--- src/pscr_pkg.sv ---
// Package for the system control register bank: offsets, fields, resets
package pscr_pkg;

    // Register offsets (byte addresses on the internal register port)
    localparam logic [15:0] OFS_STANDBY_RAIL    = 16'h80ac;
    localparam logic [15:0] OFS_XFER_CRC        = 16'h80b0;
    localparam logic [15:0] OFS_MODE_CMD        = 16'h80b4;
    localparam logic [15:0] OFS_BLANK_A         = 16'h80b8;
    localparam logic [15:0] OFS_BLANK_B         = 16'h80bc;
    localparam logic [15:0] OFS_SYS_CRC         = 16'h80c0;
    localparam logic [15:0] OFS_SYS_CRC_EXP     = 16'h80c4;
    localparam logic [15:0] OFS_SYS_CRC_POLY    = 16'h80c8;
    localparam logic [15:0] OFS_WAKE_FUNC       = 16'h80cc;
    localparam logic [15:0] OFS_CRC_PERIOD_EN   = 16'h80d0;
    localparam logic [15:0] OFS_THRESH_TYPE     = 16'h80d4;
    localparam logic [15:0] OFS_FUSE_PERIOD     = 16'h80d8;
    localparam logic [15:0] OFS_PIN_OVERRIDE    = 16'h80f0;

    // Reset values
    localparam logic        RST_RAIL_TWO_KEEP   = 1'b1;
    localparam logic [3:0]  RST_BLANK_CODE      = 4'h2;
    localparam logic [15:0] RST_CRC_SEED        = 16'h5555;
    localparam logic [15:0] RST_CRC_POLY        = 16'h90d9;
    localparam logic [9:0]  RST_FUSE_PERIOD     = 10'h096;

    // Field widths and counts
    localparam int BLANK_FIELDS   = 14;
    localparam int BLANK_PER_REG  = 7;
    localparam int MON_A_LSB      = 0;
    localparam int MON_B_LSB      = 2;

    // Mode command codes
    localparam logic [3:0] CMD_SELF_CHECK          = 4'h1;
    localparam logic [3:0] power_down_entry_code   = 4'h2;
    localparam logic [3:0] standby_entry_code      = 4'h4;
    localparam logic [3:0] ramp_up_entry_code      = 4'h8;

    // Blanking time table (us)
    localparam int BLANK_STEP_US  = 16;
    localparam int BLANK_LIN_MAX  = 12;
    localparam int BLANK_D_US     = 240;
    localparam int BLANK_E_US     = 288;
    localparam int BLANK_F_US     = 352;

    // Timing
    localparam int CLK_MHZ        = 50;
    localparam int MS_US          = 1000;
    localparam int CYC_PER_US     = CLK_MHZ;

    typedef enum logic [2:0] {
        MODE_RAMP_UP    = 3'b000,
        MODE_ACTIVE     = 3'b001,
        MODE_STANDBY    = 3'b011,
        MODE_POWER_DOWN = 3'b010,
        MODE_SELF_CHECK = 3'b110
    } pscr_mode_t;

    // Register access request from the serial front end
    typedef struct packed {
        logic        wr;
        logic        rd;
        logic [15:0] addr;
        logic [31:0] wdata;
    } pscr_req_t;

    // Per-monitor threshold enables
    typedef struct packed {
        logic uv_en;
        logic ov_en;
    } pscr_thr_t;

endpackage : pscr_pkg

--- src/pscr_regs.sv ---
// System control register bank: mode command, CRCs, blanking, pin override
`timescale 1ns/1ps
`default_nettype none
module pscr_regs
    import pscr_pkg::*;
(
    // Clock and reset
    input  wire logic        clk,
    input  wire logic        rst,
    // Register port from the serial front end
    input  wire pscr_req_t   req,
    output logic [31:0]      rdata,
    // Serial transfer CRC from the serial front end
    input  wire logic        xfer_crc_vld,
    input  wire logic [15:0] xfer_crc,
    // Snapshot of system registers to be covered by the CRC
    input  wire logic [31:0] sys_word,
    // Normal pin drive from the fault logic
    input  wire logic        fault_n_norm,
    input  wire logic        status_n_norm,
    // Outputs to the rest of the device
    output pscr_mode_t       mode,
    output logic             rail_two_standby_keep,
    output logic             wake_input_event_select,
    output pscr_thr_t        monitor_a_threshold_type,
    output pscr_thr_t        monitor_b_threshold_type,
    output logic [BLANK_FIELDS*9-1:0] blank_cycles_us,
    output logic             fuse_check_start,
    output logic             sys_crc_fault,
    output logic             fault_n_pin,
    output logic             status_n_pin
);

    // Configuration state
    logic        keep_r, keep_nxt;
    logic [3:0]  cmd_r, cmd_nxt;
    logic [BLANK_FIELDS*4-1:0] blank_r, blank_nxt;
    logic [15:0] xcrc_r, xcrc_nxt;
    logic [15:0] scrc_r, scrc_nxt;
    logic [15:0] exp_r, exp_nxt;
    logic [15:0] seed_r, seed_nxt;
    logic [15:0] poly_r, poly_nxt;
    logic        wake_r, wake_nxt;
    logic        crc_en_r, crc_en_nxt;
    logic [3:0]  thr_r, thr_nxt;
    logic [9:0]  fuse_r, fuse_nxt;
    logic [3:0]  pin_r, pin_nxt;
    pscr_mode_t  mode_r, mode_nxt;
    logic        fault_r, fault_nxt;

    // Timebase state
    logic [5:0]  us_cnt_r, us_cnt_nxt;
    logic [9:0]  ms_cnt_r, ms_cnt_nxt;
    logic [9:0]  fuse_cnt_r, fuse_cnt_nxt;
    logic        us_tick, ms_tick, period_hit;

    // CRC engine: one 32-bit word per periodic check, bit-serial over 32
    // A period hit while a check is still shifting is skipped, so a short
    // period never cuts a running check short
    logic [5:0]  bit_r, bit_nxt;
    logic        busy_r, busy_nxt;
    logic [15:0] acc_r, acc_nxt;
    logic [31:0] sh_r, sh_nxt;
    logic        fuse_go_r, fuse_go_nxt;

    // Microsecond and millisecond strobes come from the one clock; the
    // period compare uses >= so a period cut below the running count
    // still fires on the next millisecond instead of wrapping
    assign us_tick    = (us_cnt_r == 6'(CYC_PER_US - 1));
    assign ms_tick    = us_tick && (ms_cnt_r == 10'(MS_US - 1));
    assign period_hit = ms_tick && (fuse_cnt_r + 10'h001 >= fuse_r);

    always_comb begin
        keep_nxt   = keep_r;
        cmd_nxt    = cmd_r;
        blank_nxt  = blank_r;
        xcrc_nxt   = xcrc_r;
        exp_nxt    = exp_r;
        seed_nxt   = seed_r;
        poly_nxt   = poly_r;
        wake_nxt   = wake_r;
        crc_en_nxt = crc_en_r;
        thr_nxt    = thr_r;
        fuse_nxt   = fuse_r;
        pin_nxt    = pin_r;
        mode_nxt   = mode_r;
        // Transfer CRC is taken whole from the serial front end; the offset
        // has no write case, so host writes to it are dropped
        if (xfer_crc_vld)
            xcrc_nxt = xfer_crc;
        if (req.wr) begin
            case (req.addr)
                OFS_STANDBY_RAIL:  keep_nxt = req.wdata[0];
                OFS_MODE_CMD: begin
                    cmd_nxt = req.wdata[3:0];
                    // Unlisted codes are kept for read-back only
                    case (req.wdata[3:0])
                        CMD_SELF_CHECK:        mode_nxt = MODE_SELF_CHECK;
                        power_down_entry_code: mode_nxt = MODE_POWER_DOWN;
                        standby_entry_code:    mode_nxt = MODE_STANDBY;
                        ramp_up_entry_code:    mode_nxt = MODE_RAMP_UP;
                        default:               mode_nxt = mode_r;
                    endcase
                end
                OFS_BLANK_A: blank_nxt[27:0]  = req.wdata[27:0];
                OFS_BLANK_B: blank_nxt[55:28] = req.wdata[27:0];
                OFS_SYS_CRC_EXP:   exp_nxt    = req.wdata[15:0];
                OFS_SYS_CRC_POLY: begin
                    seed_nxt = req.wdata[31:16];
                    poly_nxt = req.wdata[15:0];
                end
                OFS_WAKE_FUNC:     wake_nxt   = req.wdata[0];
                OFS_CRC_PERIOD_EN: crc_en_nxt = req.wdata[0];
                OFS_THRESH_TYPE:   thr_nxt    = req.wdata[3:0];
                OFS_FUSE_PERIOD:   fuse_nxt   = req.wdata[9:0];
                OFS_PIN_OVERRIDE:  pin_nxt    = req.wdata[3:0];
                default: ;
            endcase
        end
    end

    always_ff @(posedge clk or posedge rst) begin
        if (rst) begin
            keep_r   <= RST_RAIL_TWO_KEEP;
            cmd_r    <= 4'h0;
            blank_r  <= {BLANK_FIELDS{RST_BLANK_CODE}};
            xcrc_r   <= 16'h0000;
            exp_r    <= 16'h0000;
            seed_r   <= RST_CRC_SEED;
            poly_r   <= RST_CRC_POLY;
            wake_r   <= 1'b0;
            crc_en_r <= 1'b0;
            thr_r    <= 4'h0;
            fuse_r   <= RST_FUSE_PERIOD;
            pin_r    <= 4'h0;
            mode_r   <= MODE_RAMP_UP;
        end else begin
            keep_r   <= keep_nxt;
            cmd_r    <= cmd_nxt;
            blank_r  <= blank_nxt;
            xcrc_r   <= xcrc_nxt;
            exp_r    <= exp_nxt;
            seed_r   <= seed_nxt;
            poly_r   <= poly_nxt;
            wake_r   <= wake_nxt;
            crc_en_r <= crc_en_nxt;
            thr_r    <= thr_nxt;
            fuse_r   <= fuse_nxt;
            pin_r    <= pin_nxt;
            mode_r   <= mode_nxt;
        end
    end

    // Timebase and periodic CRC engine
    always_comb begin
        us_cnt_nxt   = us_tick ? 6'h00 : us_cnt_r + 6'h01;
        ms_cnt_nxt   = ms_cnt_r;
        fuse_cnt_nxt = fuse_cnt_r;
        fuse_go_nxt  = 1'b0;
        bit_nxt      = bit_r;
        busy_nxt     = busy_r;
        acc_nxt      = acc_r;
        sh_nxt       = sh_r;
        scrc_nxt     = scrc_r;
        fault_nxt    = fault_r;
        if (us_tick)
            ms_cnt_nxt = (ms_cnt_r == 10'(MS_US - 1)) ? 10'h000
                                                      : ms_cnt_r + 10'h001;
        if (ms_tick)
            fuse_cnt_nxt = period_hit ? 10'h000 : fuse_cnt_r + 10'h001;
        if (period_hit) begin
            fuse_go_nxt = 1'b1;
            if (crc_en_r && !busy_r) begin
                busy_nxt = 1'b1;
                bit_nxt  = 6'h00;
                acc_nxt  = seed_r;
                sh_nxt   = sys_word;
            end
        end
        if (busy_r) begin
            // MSB-first Galois step with the programmed generator
            acc_nxt = {acc_r[14:0], 1'b0}
                      ^ ((acc_r[15] ^ sh_r[31]) ? poly_r : 16'h0000);
            sh_nxt  = {sh_r[30:0], 1'b0};
            bit_nxt = bit_r + 6'h01;
            if (bit_r == 6'd31) begin
                busy_nxt  = 1'b0;
                scrc_nxt  = acc_nxt;
                fault_nxt = fault_r | (acc_nxt != exp_r);
            end
        end
        // Fault is sticky until the check is switched off. The clear follows
        // the next enable value so the flag drops with the enable bit; a
        // mismatch landing in that same cycle is dropped with it
        if (!crc_en_nxt)
            fault_nxt = 1'b0;
    end

    always_ff @(posedge clk or posedge rst) begin
        if (rst) begin
            us_cnt_r   <= 6'h00;
            ms_cnt_r   <= 10'h000;
            fuse_cnt_r <= 10'h000;
            fuse_go_r  <= 1'b0;
            bit_r      <= 6'h00;
            busy_r     <= 1'b0;
            acc_r      <= 16'h0000;
            sh_r       <= 32'h0000_0000;
            scrc_r     <= 16'h0000;
            fault_r    <= 1'b0;
        end else begin
            us_cnt_r   <= us_cnt_nxt;
            ms_cnt_r   <= ms_cnt_nxt;
            fuse_cnt_r <= fuse_cnt_nxt;
            fuse_go_r  <= fuse_go_nxt;
            bit_r      <= bit_nxt;
            busy_r     <= busy_nxt;
            acc_r      <= acc_nxt;
            sh_r       <= sh_nxt;
            scrc_r     <= scrc_nxt;
            fault_r    <= fault_nxt;
        end
    end

    // Blanking code to microseconds, one decoder per blanking field
    // Codes past the linear range jump to three fixed longer times
    function automatic logic [8:0] blank_us(input logic [3:0] code);
        logic [8:0] us;
        us = 9'h000;
        case (code)
            4'hd:    us = 9'(BLANK_D_US);
            4'he:    us = 9'(BLANK_E_US);
            4'hf:    us = 9'(BLANK_F_US);
            default: us = 9'(({5'h00, code} + 9'h001) * 9'(BLANK_STEP_US));
        endcase
        return us;
    endfunction : blank_us

    for (genvar g = 0; g < BLANK_FIELDS; g++) begin : g_blank
        assign blank_cycles_us[g*9 +: 9] = blank_us(blank_r[g*4 +: 4]);
    end

    // Read mux; reserved bits read zero
    // Combinational so the data stands in the strobe cycle itself; unmapped
    // offsets fall to the default and read as zero
    always_comb begin
        rdata = 32'h0000_0000;
        if (req.rd) begin
            case (req.addr)
                OFS_STANDBY_RAIL:  rdata = {31'h0, keep_r};
                OFS_XFER_CRC:      rdata = {16'h0000, xcrc_r};
                OFS_MODE_CMD:      rdata = {28'h0, cmd_r};
                OFS_BLANK_A:       rdata = {4'h0, blank_r[27:0]};
                OFS_BLANK_B:       rdata = {4'h0, blank_r[55:28]};
                OFS_SYS_CRC:       rdata = {16'h0000, scrc_r};
                OFS_SYS_CRC_EXP:   rdata = {16'h0000, exp_r};
                OFS_SYS_CRC_POLY:  rdata = {seed_r, poly_r};
                OFS_WAKE_FUNC:     rdata = {31'h0, wake_r};
                OFS_CRC_PERIOD_EN: rdata = {31'h0, crc_en_r};
                OFS_THRESH_TYPE:   rdata = {28'h0, thr_r};
                OFS_FUSE_PERIOD:   rdata = {22'h0, fuse_r};
                OFS_PIN_OVERRIDE:  rdata = {28'h0, pin_r};
                default:           rdata = 32'h0000_0000;
            endcase
        end
    end

    assign mode                     = mode_r;
    assign rail_two_standby_keep    = keep_r;
    assign wake_input_event_select  = wake_r;
    // Bit 0 of each pair arms the undervoltage limit and bit 1 the
    // overvoltage limit; with both set the monitor acts as a window
    assign monitor_a_threshold_type = '{uv_en: thr_r[MON_A_LSB],
                                        ov_en: thr_r[MON_A_LSB + 1]};
    assign monitor_b_threshold_type = '{uv_en: thr_r[MON_B_LSB],
                                        ov_en: thr_r[MON_B_LSB + 1]};
    assign fuse_check_start         = fuse_go_r;
    assign sys_crc_fault            = fault_r;
    // Plain mux with no glitch filter: an overridden pin follows its data
    // bit from the cycle after the write
    assign fault_n_pin  = pin_r[0] ? pin_r[1] : fault_n_norm;
    assign status_n_pin = pin_r[2] ? pin_r[3] : status_n_norm;

endmodule : pscr_regs
`default_nettype wire

--- config.mk ---
export PLATFORM = sky130hd
export DESIGN_NAME = pscr_regs
export DESIGN_NICKNAME = d
export VERILOG_FILES = /design/src/pscr_pkg.sv /design/src/pscr_regs.sv
export SDC_FILE = /design/constraint.sdc
export NUM_CORES = 1
export LEC_CHECK = 0
export ABC_AREA = 0
export BUFFER_PORTS_ARGS = -buffer_cell sky130_fd_sc_hd__buf_2
export CAP_MARGIN = 40
export CORE_MARGIN = 1.5
export CORE_UTILIZATION = 30
export DETAILED_ROUTE_END_ITERATION = 12
export PLACE_DENSITY = 0.54
export SLEW_MARGIN = 20
export SYNTH_ARGS = -nofsm -noshare
export SYNTH_HDL_FRONTEND = slang
export SYNTH_SLANG_ARGS = --single-unit
--- constraint.sdc ---
create_clock -name clk -period 10.5 [get_ports clk]
set_input_delay 1.05 -clock clk [delete_from_list [all_inputs] [get_ports clk]]
set_output_delay 1.05 -clock clk [all_outputs]
set_load 0.01 [all_outputs]
# == Yosys cells after proc, flatten, opt, wreduce, memory -nomap -nowiden ==
# Cells that the tools add are included.
# classes
addsub,18
n_mul,0
div_mod_pow,0
n_lt_le_gt_ge,1
eq_ne,65
shift,0
n_mux,42
n_bitwise,3
n_reduce_logical,21
# ops
op,count
$pmux 32 s13,1
$pmux 9 s3,14
$eq 16x16->1 const B,13
$eq 4x4->1 const B,43
$mux 32,4
$add 4x1->5 const B,14
$mux 16,4
$reduce_and 2->1,13
$mux 6,4
$add 10x1->10 const B,2
$mux 10,2
$ne 16x16->1,1
$xor 16x16->16,1
$add 6x1->6 const B,2
$mux 1,12
$pmux 3 s4,1
$eq 10x10->1 const B,1
$ge 10x10->1,1
$eq 6x5->1 const B,1
$eq 6x6->1 const B,1
$eq 4x1->1 const B,1
$eq 4x2->1 const B,1
$eq 4x3->1 const B,1
$ne 2x1->1 const B,2
other kinds (7),10
# word_totals
register_bits,247
latchBits,0
mem_bits_rw,0
romBits,0
output_inout_bits,171
elab_cells,174
mem_count,0

# == Logic depth before layout (Yosys ltp) ==
# logic_depth
depth_word,8
depth_mapped,13
depth_no_buf,11

# == Worst setup path after synthesis ==
# No wires, ideal clock.
# synth_path
kind,input-to-output
startpoint,input req[43] (netlist bit)
endpoint,output rdata[9]
arrival_time_ps,2861
t_required_ps,9450
path_slack_ps,6589
cell_stages,7
cell_sequence,nor4_2 -> nand3_1 -> or3_1 -> nor2_1 -> buf_2 -> a222oi_1 -> a21oi_1
# synth_between
elab_chain_cells,3
word_cells_on_any_way,15
cone_classes,eq/ne (13); mux (2)
# synth_lines
item,line,rtl
"start, declared",pscr_regs.sv:11,"input wire pscr_req_t req,"
$eq 16x16->1,pscr_regs.sv:249,case (req.addr)
$pmux 32 s13 *,pscr_regs.sv:249,
$mux 32 *,pscr_regs.sv:248,if (req.rd) begin
"end, declared",pscr_regs.sv:12,"output logic [31:0] rdata,"
# Mark *: on every way between the ends. The rest lies on a longest branch, timed or not.

# == Worst setup path after layout ==
# layout_path
startpoint,input req[43] (netlist bit)
endpoint,output rdata[11]
# Same word-level chain as after synthesis.

==> flow_summary.ini <==
[detailed_routing]
wire_per_inst_um = 19.0
ant_nets = 0
drc = 0
routed_wirelength_um = 43800
drt_first_pass_iters = 9
first_iter_violations = 1068
vias = 12300
viasPerCell = 5.34

[power_and_ir_drop]
switchingPower_uw = 484
switching_share_pct = 23.1
p_per_area_nw_per_um2 = 123
vdd_drop_max_v = 0.000116
p_leak_uw = 0.00796
clkPwrFrac_pct = 49.8
seqPwrFrac_pct = 46.0
internal_power_uw = 1610
pwr-share-comb_pct = 4.1
power_uw = 2090

[cts]
clock_latency_ns = 0.58
clk_pin_slew_ns = 0.07
cts_sinks = 247
cts_hold_buf = 0
htree_levels = 1
cts_buffers = 28
cts_resized = 0
clk_path_buf_depth = 3
tritoncts = yes
cts_root_buf = clkbuf_16
post_cts_buffers = 0

[job]
cap_violations = 0

[floorplanning]
die_h_um = 223
initial_core_util_pct = 30.4
die_w_um = 223
die_area_um2 = 49600
core_area_um2 = 47600
ios = 274
num_rows = 80

[placed_design]
pre_cts_slack_ns = 6.00
io_buffers = 217
place_hpwl_um = 31100
dp_cells = 2255
place_congestion = 0.862

[finish]
fin_nets = 1832
syn_to_final_growth_pct = 17.7
fill_cells = 4873
drive_gt1_share_pct = 27.4
finalNonFillerCells = 2310

[global_routing]
met2_usage_pct = 28.6
grt_pass1_vias = 11800
grt_first_pass_wirelength_um = 68500
grt_max_degree = 108
globalRouteTotalUtil_pct = 17.2
use_met3_pct = 2.71
met1_usage_pct = 23.4
antenna_found_initial = 3
gr-total-overflow = 0
busiest_layer = met2

[worst_setup_path]
required_ns = 9.45
cp-start-kind = primary input
reg2reg_depth = 12
r2r_end = acc_r[15]$_DFFE_PP0P_
end_kind = output pin
r2r-start = fuse_cnt_r[0]$_DFFE_PP0P_
arrival_ns = 3.51
critical_path_class = primary input to output pin
critPathMaxFanout = 19
r2r_setup_slack_ns = 6.94

[sta]
fin_tns_setup_ns = 0
drv_slew = 0
layout_setup_ws_ns = 5.94
finClkSkew_ns = 0.0289
setup_viol = 0
timing.slew.headroom_pct = 38.9
hold_viol = 0
period_minus_slack_ns = 4.56
worst_pin_slew_ns = 0.909
rsz0062_at_grt = no
min_period_over_period_pct = 43.4
max_freq_mhz = 219

[yosys]
synth_edf_count = 0
ys_seq_area_share_pct = 43.0
syn_inst = 1496
synth.avg_cell_area_um2 = 9.67
yosys_most_used_dff = dfrtp_1
synth_area_um2 = 14500
async_flop_share_pct = 100
yosys_warnings = 0
yosysUniqueCellTypes = 66
ys_ff_latch = 247

[outcome]
status = finished, final reports clean

[worst_hold_path]
hold_class = primary input to async pin
[per-stage QoR]
step,utilization (%),cell area (um2),hold WS (ns)
floorplan,-,14700,0.460
global placement,33.4,15900,0.481
detailed placement,33.5,16000,0.482
CTS,35.6,17000,0.496
global route,35.7,17000,0.430
finish,35.7,17000,0.427
[worst max-delay path by stage]
stage	startpoint	slack, ns	to	cells after the start
floorplan	rst	2.72	acc_r[0]$_DFFE_PP0P_	1
global placement	req[43]	6.04	rdata[14]	9
global route	req[43]	5.79	rdata[11]	9
finish	req[43]	5.94	rdata[11]	9
CTS	req[43]	5.97	rdata[11]	9
detailed placement	req[43]	6.00	rdata[11]	9
[critical path, cell delays in order]
cell      delay [ns]
buf_2           0.10
nor4_2          0.36
nand3_1         0.38
or3_1           0.52
nor2_1          0.18
buf_4           0.31
a222oi_1        0.18
a21oi_1         0.25
buf_2           0.17
[final cells by class]
cell class / count / area [um2] / share of cell area, %
Antenna cell: 1 / 2.50 / 0.0147
Clock buffer: 39 / 822 / 4.83
Clock inverter: 13 / 165 / 0.970
Inverter: 57 / 221 / 1.30
Multi-Input combinational cell: 1097 / 7470 / 43.9
Sequential cell: 247 / 6230 / 36.6
Tap cell: 615 / 769 / 4.52
Timing Repair Buffer: 241 / 1350 / 7.94
[power by group through the flow]
| stage | clock network (uW) | logic (uW) | registers, uW |
|---|---|---|---|
| after floorplan | 0 | 59.5 | 978 |
| after global placement | 0 | 83.3 | 980 |
| after detailed placement | 0 | 85.5 | 980 |
| after CTS | 1070 | 85.7 | 963 |
| after global routing | 1110 | 96.4 | 963 |
| final | 1040 | 86.5 | 963 |
[cells in the mapped netlist (4+ instances only)]
cell | n | area (um2)
or4_1 | 4 | 30.0
dfstp_2 | 34 | 893
dfrtp_1 | 213 | 5330
xor2_1 | 23 | 201
a31oi_1 | 15 | 93.8
buf_2 | 16 | 80.1
nand4_1 | 14 | 87.6
clkbuf_1 | 73 | 274
a21oi_1 | 48 | 240
nand3_1 | 43 | 215
a41o_1 | 4 | 40.0
a41oi_1 | 49 | 429
a22o_1 | 5 | 43.8
and2_1 | 8 | 50.1
o211ai_1 | 4 | 30.0
a222oi_1 | 42 | 420
nor2_1 | 91 | 342
o2bb2ai_1 | 4 | 35.0
inv_1 | 56 | 210
a2bb2oi_1 | 31 | 272
a21o_1 | 6 | 45.0
o21ai_0 | 163 | 816
nor2b_1 | 8 | 50.1
ha_1 | 57 | 713
buf_4 | 56 | 420
nand2b_1 | 23 | 144
a22oi_1 | 20 | 150
buf_1 | 5 | 18.8
o31ai_1 | 11 | 82.6
nand3b_1 | 11 | 82.6
nor3_1 | 22 | 110
a211oi_1 | 9 | 67.6
mux2_2 | 121 | 1360
xnor2_1 | 18 | 158
nand2_1 | 140 | 526
[layer usage]
layer  part of all wire (%)  routed length, um
met5                  0.062                 27
met4                    1.5                648
met3                    5.4               2350
met2                     48              20900
met1                     45              19900
[cell families (layout without fill, tap and decap cells)]
family                     after synthesis  in the layout  synth area share, %
and+or+nand+nor                        384            384                 12.3
DFF                                    247            247                 43.0
muxes                                  124            124                 9.63
buffers and inverters                  207            350                 6.96
adders and majority gates               58             58                 5.00
xor gates and xnor gates                42             42                 2.59
AOI/OAI and AO/OA                      433            433                 20.4
other                                    1             57               0.0259
[sequential cells by signal (all words and copies together) (netlist names), 3 cells and up]
register	flops
acc_r	16
bit_r	6
blank_r	56
cmd_r	4
exp_r	16
fuse_cnt_r	10
fuse_r	10
mode	3
ms_cnt_r	10
pin_r	4
poly_r	16
scrc_r	16
seed_r	16
sh_r	32
thr_r	4
us_cnt_r	6
xcrc_r	16
[placed cells by master (no fill, tap or decap), drive strengths merged, types with 5 or more instances in the layout]
| cell | Yosys | routed |
|---|---|---|
| a211oi | 9 | 9 |
| a21o | 6 | 6 |
| a21oi | 48 | 48 |
| a222oi | 42 | 42 |
| a22o | 5 | 5 |
| a22oi | 20 | 20 |
| a2bb2oi | 31 | 31 |
| a31oi | 15 | 15 |
| a41oi | 49 | 49 |
| and2 | 8 | 8 |
| buf | 77 | 241 |
| clkbuf | 73 | 39 |
| clkinv | 0 | 10 |
| conb | 1 | 56 |
| dfrtp | 213 | 213 |
| dfstp | 34 | 34 |
| ha | 57 | 57 |
| inv | 57 | 57 |
| mux2 | 121 | 121 |
| nand2 | 141 | 141 |
| nand2b | 23 | 23 |
| nand3 | 43 | 43 |
| nand3b | 11 | 11 |
| nand4 | 14 | 14 |
| nor2 | 93 | 93 |
| nor2b | 8 | 8 |
| nor3 | 22 | 22 |
| o21ai | 163 | 163 |
| o31ai | 11 | 11 |
| xnor2 | 18 | 18 |
| xor2 | 24 | 24 |
Power figures use the tool's default switching activity.
